## src/inc/status_pkg.sv

```systemverilog
// Shared constants for the receiver status register bank
package status_pkg;
  localparam logic [5:0] ADDR_PART_NUMBER = 6'h30;
  localparam logic [5:0] ADDR_SILICON_REV = 6'h31;
  localparam logic [5:0] ADDR_OFFSET_EST  = 6'h32;
  localparam logic [5:0] ADDR_CHECK_RES   = 6'h33;
  localparam logic [5:0] ADDR_SIG_STRENGTH = 6'h34;
  localparam logic [5:0] ADDR_RADIO_STATE = 6'h35;
  localparam logic [5:0] ADDR_PKT_STATUS  = 6'h38;
  localparam int CRC_OK_BIT   = 7;
  localparam int CS_BIT       = 6;
  localparam int SFD_BIT      = 3;
  localparam int PIN_TWO_BIT  = 2;
  localparam int PIN_ZERO_BIT = 0;
  localparam logic [4:0] ST_SLEEP    = 5'h00;
  localparam logic [4:0] ST_IDLE     = 5'h01;
  localparam logic [4:0] ST_OSCILLATOR_OFF_STATE     = 5'h02;
  localparam logic [4:0] ST_RX       = 5'h0d;
  localparam logic [4:0] ST_RX_RST   = 5'h0f;
  localparam logic [4:0] ST_OVERFLOW = 5'h11;
  localparam logic [4:0] ST_LAST_OK  = 5'h11;
  localparam logic [4:0] ST_RESERVED = 5'h10;
  localparam logic [7:0] DATA_ZERO   = 8'h00;
  localparam logic [7:0] PART_NUMBER_DEFAULT = 8'h5a; // Arbitrary value
  localparam logic [7:0] SILICON_REV_DEFAULT = 8'h3c; // Arbitrary value
  typedef enum logic [1:0] {MOD_2FSK, MOD_GFSK, MOD_OOK, MOD_4FSK} mod_format_t;
endpackage

```

## src/rtl/receiver_status_registers.sv

```systemverilog
// Read-only status register bank of the packet receiver
`timescale 1ns/1ps
`default_nettype none
module receiver_status_registers
  import status_pkg::*;
(
  input  wire logic       clk_i,            // Crystal-derived clock
  input  wire logic       rst_i,            // Sync reset, active high
  input  wire logic       access_start_i,   // Pulse: serial access begins
  input  wire logic       rd_en_i,          // Pulse: read request
  input  wire logic       wr_en_i,          // Pulse: write request, ignored
  input  wire logic [5:0] addr_i,           // Register address
  input  wire logic [7:0] wr_data_i,        // Write data, ignored
  output logic      [7:0] rd_data_o,        // Registered read data
  output logic            rd_valid_o,       // Pulse: read data valid
  output logic            wake_to_idle_o,   // Pulse: force radio to idle, follows access_start_i
  input  wire logic [7:0] offset_est_i,     // Demodulator offset estimate
  input  wire logic [1:0] mod_format_i,     // Selected modulation
  input  wire logic       crc_done_i,       // Pulse: CRC compared
  input  wire logic       crc_match_i,      // CRC compare result
  input  wire logic [7:0] signal_strength_i,           // Signal strength
  input  wire logic [4:0] radio_state_i,    // Control state machine code
  input  wire logic       carrier_sense_i,  // Carrier sense level
  input  wire logic       sync_found_i,     // Pulse: sync word received
  input  wire logic       packet_end_i,     // Pulse: end of packet
  input  wire logic       packet_discard_i, // Pulse: filter discard
  input  wire logic       aux_pin_two_i,    // Pin two before inversion
  input  wire logic       aux_pin_zero_i    // Pin zero before inversion
);
  logic [7:0] rd_data_r;
  logic [7:0] rd_data_nxt;
  logic       rd_valid_r;
  logic       rd_valid_nxt;
  logic [4:0] state_prev_r;
  logic [4:0] state_prev_nxt;
  logic       pin_two_s;
  logic       pin_zero_s;
  logic       crc_ok;
  logic       frame_start_flag;
  logic       crc_set;
  logic       crc_clr;
  logic       sfd_clr;
  logic       rx_enter;
  logic       idle_enter;
  logic       cs_bit;
  logic [4:0] state_seen;
  logic [7:0] offset_seen;
  logic [7:0] pkt_word;

  // Pins come from another domain
  sync_bit u_sync_two (
    .clk_i (clk_i),
    .rst_i (rst_i),
    .d_i   (aux_pin_two_i),
    .q_o   (pin_two_s)
  );
  sync_bit u_sync_zero (
    .clk_i (clk_i),
    .rst_i (rst_i),
    .d_i   (aux_pin_zero_i),
    .q_o   (pin_zero_s)
  );

  // Receive entered or restarted
  // Staying in the restart code is not a fresh entry, so a restart that lingers
  // for several cycles clears the flag only in its first cycle
  assign rx_enter   = (radio_state_i == ST_RX || radio_state_i == ST_RX_RST)
                      && (state_prev_r != radio_state_i) && (state_prev_r != ST_RX_RST);
  assign idle_enter = (radio_state_i == ST_IDLE);
  assign crc_set    = crc_done_i & crc_match_i;
  assign crc_clr    = rx_enter | (crc_done_i & ~crc_match_i);

  sticky_flag u_crc (
    .clk_i (clk_i),
    .rst_i (rst_i),
    .set_i (crc_set),
    .clr_i (crc_clr),
    .q_o   (crc_ok)
  );

  assign sfd_clr = packet_end_i | packet_discard_i | (radio_state_i == ST_OVERFLOW);

  sticky_flag u_sfd (
    .clk_i (clk_i),
    .rst_i (rst_i),
    .set_i (sync_found_i),
    .clr_i (sfd_clr),
    .q_o   (frame_start_flag)
  );

  // Masked live rather than latched: a late carrier edge cannot leak into idle
  assign cs_bit = carrier_sense_i & ~idle_enter;

  // Sleep/oscillator_off_state map to idle since any access wakes the chip; reserved codes read as given
  always_comb begin
    state_seen = radio_state_i;
    if (radio_state_i == ST_SLEEP || radio_state_i == ST_OSCILLATOR_OFF_STATE) begin
      state_seen = ST_IDLE;
    end
  end

  assign offset_seen = (mod_format_i == MOD_OOK) ? DATA_ZERO : offset_est_i;

  always_comb begin
    pkt_word               = DATA_ZERO;
    pkt_word[CRC_OK_BIT]   = crc_ok;
    pkt_word[CS_BIT]       = cs_bit;
    pkt_word[SFD_BIT]      = frame_start_flag;
    pkt_word[PIN_TWO_BIT]  = pin_two_s;
    pkt_word[PIN_ZERO_BIT] = pin_zero_s;
  end

  always_comb begin
    rd_valid_nxt   = rd_en_i;
    state_prev_nxt = radio_state_i;
    rd_data_nxt    = rd_data_r;
    if (rd_en_i) begin
      unique case (addr_i)
        ADDR_PART_NUMBER:  rd_data_nxt = PART_NUMBER_DEFAULT;
        ADDR_SILICON_REV:  rd_data_nxt = SILICON_REV_DEFAULT;
        ADDR_OFFSET_EST:   rd_data_nxt = offset_seen;
        ADDR_CHECK_RES:    rd_data_nxt = {crc_ok, 7'h00};
        ADDR_SIG_STRENGTH: rd_data_nxt = signal_strength_i;
        ADDR_RADIO_STATE:  rd_data_nxt = {3'h0, state_seen};
        ADDR_PKT_STATUS:   rd_data_nxt = pkt_word;
        default:           rd_data_nxt = DATA_ZERO;
      endcase
    end
  end

  // Write port deliberately unconnected to any state
  // Read data is held between reads so a slow host can sample late
  always_ff @(posedge clk_i) begin
    if (rst_i) begin
      rd_data_r    <= DATA_ZERO;
      rd_valid_r   <= 1'b0;
      state_prev_r <= ST_IDLE;
    end else begin
      rd_data_r    <= rd_data_nxt;
      rd_valid_r   <= rd_valid_nxt;
      state_prev_r <= state_prev_nxt;
    end
  end

  assign rd_data_o      = rd_data_r;
  assign rd_valid_o     = rd_valid_r;
  assign wake_to_idle_o = access_start_i;

  logic unused_w;
  assign unused_w = wr_en_i ^ (^wr_data_i);

  identity_read_a: assert property (@(posedge clk_i) disable iff (rst_i)
    rd_en_i && addr_i == ADDR_PART_NUMBER |=> rd_data_o == PART_NUMBER_DEFAULT)
    else $error("part number read wrong");
  ook_zero_a: assert property (@(posedge clk_i) disable iff (rst_i)
    rd_en_i && addr_i == ADDR_OFFSET_EST && mod_format_i == MOD_OOK |=> rd_data_o == 8'h00)
    else $error("offset not zero under ook");
  offset_pass_a: assert property (@(posedge clk_i) disable iff (rst_i)
    rd_en_i && addr_i == ADDR_OFFSET_EST && mod_format_i != MOD_OOK
    |=> rd_data_o == $past(offset_est_i))
    else $error("offset estimate mismatch");
  crc_mirror_a: assert property (@(posedge clk_i) disable iff (rst_i)
    rd_en_i && addr_i == ADDR_PKT_STATUS |=> rd_data_o[7] == $past(crc_ok))
    else $error("crc mirror mismatch");
  crc_clear_a: assert property (@(posedge clk_i) disable iff (rst_i)
    rx_enter && !crc_set |=> !crc_ok)
    else $error("crc not cleared on rx entry");
  signal_strength_pass_a: assert property (@(posedge clk_i) disable iff (rst_i)
    rd_en_i && addr_i == ADDR_SIG_STRENGTH |=> rd_data_o == $past(signal_strength_i))
    else $error("signal_strength mismatch");
  state_upper_a: assert property (@(posedge clk_i) disable iff (rst_i)
    rd_en_i && addr_i == ADDR_RADIO_STATE |=> rd_data_o[7:5] == 3'h0
    && rd_data_o[4:0] != ST_SLEEP && rd_data_o[4:0] != ST_OSCILLATOR_OFF_STATE)
    else $error("radio state read wrong");
  sfd_drop_a: assert property (@(posedge clk_i) disable iff (rst_i)
    sfd_clr && !sync_found_i |=> !frame_start_flag)
    else $error("frame start not dropped");
  sfd_set_a: assert property (@(posedge clk_i) disable iff (rst_i)
    sync_found_i |=> frame_start_flag)
    else $error("frame start not set");
  cs_idle_a: assert property (@(posedge clk_i) disable iff (rst_i)
    rd_en_i && addr_i == ADDR_PKT_STATUS && idle_enter |=> !rd_data_o[6])
    else $error("carrier sense in idle");
  pin_bits_a: assert property (@(posedge clk_i) disable iff (rst_i)
    rd_en_i && addr_i == ADDR_PKT_STATUS |=> rd_data_o[2] == $past(pin_two_s)
    && rd_data_o[0] == $past(pin_zero_s) && rd_data_o[5:4] == 2'h0 && !rd_data_o[1])
    else $error("pin status bits wrong");
  write_inert_a: assert property (@(posedge clk_i) disable iff (rst_i)
    wr_en_i && !rd_en_i |=> $stable(rd_data_o))
    else $error("write changed read data");

  // Read handshake timing and unmapped reads
  read_valid_a: assert property (@(posedge clk_i) disable iff (rst_i)
    rd_en_i |=> rd_valid_o)
    else $error("read valid missing");

  valid_idle_a: assert property (@(posedge clk_i) disable iff (rst_i)
    !rd_en_i |=> !rd_valid_o)
    else $error("read valid without read");

  hold_data_a: assert property (@(posedge clk_i) disable iff (rst_i)
    !rd_en_i |=> $stable(rd_data_o))
    else $error("read data moved without read");

  unmapped_zero_a: assert property (@(posedge clk_i) disable iff (rst_i)
    rd_en_i && addr_i == 6'h3f |=> rd_data_o == DATA_ZERO)
    else $error("unmapped read not zero");

  // Register contents
  revision_read_a: assert property (@(posedge clk_i) disable iff (rst_i)
    rd_en_i && addr_i == ADDR_SILICON_REV |=> rd_data_o == SILICON_REV_DEFAULT)
    else $error("revision read wrong");

  check_reserved_a: assert property (@(posedge clk_i) disable iff (rst_i)
    rd_en_i && addr_i == ADDR_CHECK_RES |=> rd_data_o[6:0] == 7'h00)
    else $error("check result low bits set");

  crc_copy_a: assert property (@(posedge clk_i) disable iff (rst_i)
    rd_en_i && addr_i == ADDR_CHECK_RES |=> rd_data_o[7] == $past(crc_ok))
    else $error("check result bit wrong");

  crc_set_a: assert property (@(posedge clk_i) disable iff (rst_i)
    crc_set |=> crc_ok)
    else $error("crc match not recorded");

  crc_fail_clear_a: assert property (@(posedge clk_i) disable iff (rst_i)
    crc_done_i && !crc_match_i |=> !crc_ok)
    else $error("crc mismatch left flag set");

  state_code_a: assert property (@(posedge clk_i) disable iff (rst_i)
    rd_en_i && addr_i == ADDR_RADIO_STATE && radio_state_i != ST_SLEEP
    && radio_state_i != ST_OSCILLATOR_OFF_STATE |=> rd_data_o[4:0] == $past(radio_state_i))
    else $error("state code not passed");

  wake_follow_a: assert property (@(posedge clk_i) disable iff (rst_i)
    wake_to_idle_o == access_start_i)
    else $error("wake request not following access");

  cs_live_a: assert property (@(posedge clk_i) disable iff (rst_i)
    rd_en_i && addr_i == ADDR_PKT_STATUS && !idle_enter
    |=> rd_data_o[6] == $past(carrier_sense_i))
    else $error("carrier sense not live");

  sfd_copy_a: assert property (@(posedge clk_i) disable iff (rst_i)
    rd_en_i && addr_i == ADDR_PKT_STATUS |=> rd_data_o[3] == $past(frame_start_flag))
    else $error("frame start bit wrong");

  sfd_end_a: assert property (@(posedge clk_i) disable iff (rst_i)
    packet_end_i && !sync_found_i |=> !frame_start_flag)
    else $error("frame start kept past end");

  overflow_drop_a: assert property (@(posedge clk_i) disable iff (rst_i)
    radio_state_i == ST_OVERFLOW && !sync_found_i |=> !frame_start_flag)
    else $error("frame start kept in overflow");

  pin_two_a: assert property (@(posedge clk_i) disable iff (rst_i)
    rd_en_i && addr_i == ADDR_PKT_STATUS |=> rd_data_o[2] == $past(pin_two_s))
    else $error("pin two bit wrong");

  pin_zero_a: assert property (@(posedge clk_i) disable iff (rst_i)
    rd_en_i && addr_i == ADDR_PKT_STATUS |=> rd_data_o[0] == $past(pin_zero_s))
    else $error("pin zero bit wrong");

endmodule
`default_nettype wire

```

## src/rtl/sticky_flag.sv

```systemverilog
// Set/clear flag with set winning over clear
`timescale 1ns/1ps
`default_nettype none
module sticky_flag (
  input  wire logic clk_i, // Clock
  input  wire logic rst_i, // Sync reset
  input  wire logic set_i, // Set pulse
  input  wire logic clr_i, // Clear pulse
  output logic      q_o    // Flag
);
  logic q_r;
  logic q_nxt;
  always_comb begin
    q_nxt = q_r;
    if (clr_i) begin
      q_nxt = 1'b0;
    end
    // An event in the clearing cycle must not be lost
    if (set_i) begin
      q_nxt = 1'b1;
    end
  end
  always_ff @(posedge clk_i) begin
    if (rst_i) begin
      q_r <= 1'b0;
    end else begin
      q_r <= q_nxt;
    end
  end
  assign q_o = q_r;
endmodule
`default_nettype wire

```

## src/rtl/sync_bit.sv

```systemverilog
// Two flip-flop synchroniser for a single level
`timescale 1ns/1ps
`default_nettype none
module sync_bit (
  input  wire logic clk_i, // Clock
  input  wire logic rst_i, // Sync reset
  input  wire logic d_i,   // Async level
  output logic      q_o    // Synchronised level
);
  logic meta_r;
  logic meta_nxt;
  logic q_r;
  logic q_nxt;
  always_comb begin
    meta_nxt = d_i;
    q_nxt    = meta_r;
  end
  always_ff @(posedge clk_i) begin
    if (rst_i) begin
      meta_r <= 1'b0;
      q_r    <= 1'b0;
    end else begin
      meta_r <= meta_nxt;
      q_r    <= q_nxt;
    end
  end
  assign q_o = q_r;
endmodule
`default_nettype wire

```

## config.mk

```make
export PLATFORM = sky130hd
export DESIGN_NAME = receiver_status_registers
export DESIGN_NICKNAME = d
export VERILOG_FILES = /design/src/inc/status_pkg.sv /design/src/rtl/receiver_status_registers.sv /design/src/rtl/sticky_flag.sv /design/src/rtl/sync_bit.sv
export SDC_FILE = /design/constraint.sdc
export NUM_CORES = 1
export LEC_CHECK = 0
export BUFFER_PORTS_ARGS = -buffer_cell sky130_fd_sc_hd__buf_4
export CORE_MARGIN = 2
export CORE_UTILIZATION = 35
export DETAILED_ROUTE_END_ITERATION = 7
export GPL_TIMING_DRIVEN = 0
export PLACE_DENSITY = 0.66
export SLEW_MARGIN = 20
export SYNTH_ARGS = -nofsm -noshare
export SYNTH_HDL_FRONTEND = slang
export SYNTH_SLANG_ARGS = --single-unit
export TNS_END_PERCENT = 30
```

## constraint.sdc

```tcl
create_clock -name clk_i -period 4.2 [get_ports clk_i]
set_clock_uncertainty 0.05 [all_clocks]
set_input_delay 0.42 -clock clk_i [delete_from_list [all_inputs] [get_ports clk_i]]
set_output_delay 0.42 -clock clk_i [all_outputs]
set_load 0.03 [all_outputs]
```

==> impl_metrics.env <==
export IMPL_die_h_um=58.8
export IMPL_syn_avg_cell_area_um2=8.91
export IMPL_critical_path_peak_fanout=7
export IMPL_grt_use_total=0.184
export IMPL_crit_required_ps=4370
export IMPL_clockRootBuffer="clkbuf_4"
export IMPL_leakage_nw=0.638
export IMPL_ys_flop_type="dfxtp_1"
export IMPL_dr_pass1_iters=8
export IMPL_post_drt_via_cell_ratio=5.49
export IMPL_dieArea_um2=3460
export IMPL_max_stage_delay_ps=490
export IMPL_clock_latency_ps=310
export IMPL_swShare=0.238
export IMPL_ir_drop_v=0.000215
export IMPL_setup_viol=0
export IMPL_violations="design-rule violations"
export IMPL_cap_violations=0
export IMPL_syn2layout_area_growth_pct=43.0
export IMPL_tightest_slew_ps=616
export IMPL_slew_headroom=0.589
export IMPL_ys_seq_area_frac=0.381
export IMPL_final_core_util=0.536
export IMPL_crit_slowest_cell="nor4b_4"
export IMPL_critPathArrivalTime_ps=1720
export IMPL_outcome="finished, violations left"
export IMPL_synth_enable_flop_cells=0
export IMPL_slew_viol_final=0
export IMPL_cts_hold_buf=0
export IMPL_final_hold_viol_count=0
export IMPL_ys_top_cells_by_area="dfxtp_1, nor2b_1, a221oi_1"
export IMPL_io_buffers=48
export IMPL_drive_above_1_share=0.359
export IMPL_postRouteAntennaNets=0
export IMPL_drt_wl_total_mm=2.98
export IMPL_clk_pin_slew_worst_paths_ps=120
export IMPL_fin_crit_sh=0.370
export IMPL_hpwl_mm=2.34
export IMPL_total_power_uw=440
export IMPL_comb_power_share=0.178
export IMPL_ys_ff_latch=20
export IMPL_die_x_um=58.8
export IMPL_cts_setup_buffers=0
export IMPL_cts_max_level=1
export IMPL_crit_type="input port to flip-flop"
export IMPL_grt_pass1_wl_mm=4.75
export IMPL_crit_chain="buf_4, nand3b_1, nor4b_4, a21boi_1, a221oi_1"
export IMPL_postSynthCellCount=118
export IMPL_drt_wirelength_per_cell_um=14.8
export IMPL_num_vias=1104
export IMPL_syn_nets=168
export IMPL_initial_utilization=0.375
export IMPL_cts_buffers_inserted=3
export IMPL_cts_num_sinks=20
export IMPL_ctsResizeCount=0
export IMPL_fmax_mhz=644
export IMPL_grt_max_degree=13
export IMPL_synth_cell_types=41
export IMPL_tritoncts="built"
export IMPL_gp_congestion=0.803
export IMPL_power_density_nw_per_um2=293
export IMPL_min_path_type="input port to flip-flop"
export IMPL_rsz0062_at_grt="no"
export IMPL_core_area_um2=2810
export IMPL_ys_warn_count=0
export IMPL_drt_iter0_markers=30
export IMPL_min_period_ps=1550
export IMPL_rows=19
export IMPL_nets=221
export IMPL_yosysTopAreaCellShare=0.381
export IMPL_antennaDiodeCount=0
export IMPL_grt_pass1_vias=1071
export IMPL_overflow=0
export IMPL_cp_start_kind="input port"
export IMPL_netlist_area_um2=1050
export IMPL_setup_tns_ps=0
export IMPL_pwr_share_clk=0.370
export IMPL_pwr_share_seq=0.452
export IMPL_drc=3
export IMPL_ys_async_sr_fraction=0
export IMPL_switchingPower_uw=105
export IMPL_antenna_found_initial=0
export IMPL_p_int_uw=335
export IMPL_ctsLongestPathBuffers=2
export IMPL_io_pins=60
export IMPL_yosys_area_top_type="dfxtp_1"
export IMPL_endpoint_kind="flip-flop"
Yosys cell counts (2+ instances only):
library cell  instances
nand3_1               3
a211oi_1              3
mux2i_1               2
nand4b_1              3
a31oi_1               2
a22oi_1               2
nand3b_1              2
buf_4                 2
and3_1                2
o21ai_0               3
nor2b_1              10
clkbuf_1              3
nand2_1               7
nor2_1                9
nand2b_1              3
a221oi_1              6
and3b_1               2
nor3_1                3
a21oi_1               4
dfxtp_1              20
inv_1                 6
a21boi_0              2
cells by family (layout without fill, tap and decap cells):
| kind of cell | count (synthesis) | in the layout | share of synthesized area |
|---|---|---|---|
| multiplexers | 2 | 2 | 0.0190 |
| AO/OA/AOI/OAI | 34 | 34 | 0.249 |
| flip-flops | 20 | 20 | 0.381 |
| buffers and inverters | 12 | 64 | 0.0571 |
| AND/OR/NAND/NOR | 50 | 50 | 0.294 |
state kept, by name, summed over array words and instances, names as in the netlist:
register / flops
u_sync_zero.q_o: 1
rd_data_o: 8
u_sync_zero.meta_r: 1
u_sfd.q_o: 1
u_sync_two.q_o: 1
rd_valid_o: 1
state_prev_r: 5
u_crc.q_o: 1
u_sync_two.meta_r: 1
cell type report:
type                    instances  area [µm²]
plain buffers                   6        37.5
clock buffers                   3        22.5
clock inverters                 1        30.0
fillers                       293        1300
inverters                       6        22.5
multi-input cells              86         591
flip-flops and latches         20         400
well taps                      31        38.8
repair buffers                 48         360
worst max-delay path: cells and delay by family:
| kind | cells | cell delay, ps |
|---|---|---|
| AOI/OAI and AO/OA | 2 | 400 |
| buffers and inverters | 1 | 130 |
| and+or+nand+nor | 2 | 770 |
power groups by stage:
stage | logic [mW] | clock network [mW] | registers [mW]
2_1_floorplan | 0.0324 | 0 | 0.206
3_3_place_gp | 0.0772 | 0 | 0.203
3_5_place_dp | 0.0784 | 0 | 0.204
4_1_cts | 0.0786 | 0.165 | 0.199
5_1_grt | 0.0857 | 0.172 | 0.200
6_report | 0.0783 | 0.163 | 0.199
per-stage QoR:
stage | setup slack [ps] | hold WS [ps] | area [µm²] | std cells
finish | 2650 | 215 | 1500 | 201
detailed placement | 2300 | 397 | 1450 | 197
floorplan | 2530 | 364 | 1050 | 118
CTS | 2630 | 214 | 1500 | 201
global placement | 2290 | 377 | 1450 | 197
global route | 2480 | 207 | 1500 | 201
path summary, 6_finish.rpt:
| check | startpoint | end | slack [ps] | cells after the start |
|---|---|---|---|---|
| max | addr_i[3] | rd_data_o[7] | 2650 | 5 |
| min | rst_i | u_sync_zero.meta_r | 220 | 2 |
| max reg2reg | state_prev_r[4] | u_crc.q_o | 3220 | 4 |
| min reg2reg | u_sync_two.meta_r | u_sync_two.q_o | 410 | 1 |
metal layers:
metal	track usage	vias up	part of all wire
met3	0.0374	6	0.076
met5	0	-	0
met2	0.333	42	0.48
li1	-	551	-
met1	0.219	505	0.44
met4	0.0487	0	0.0064
placed cells by master, fill, tap and decap left out, types with 4 or more instances in the layout:
cell / n
a21oi_1: 4
a221oi_1: 6
buf_4: 50
dfxtp_1: 20
inv_1: 6
nand2_1: 7
nor2_1: 9
nor2b_1: 10
Note: power is estimated with default switching activity, not from simulation.
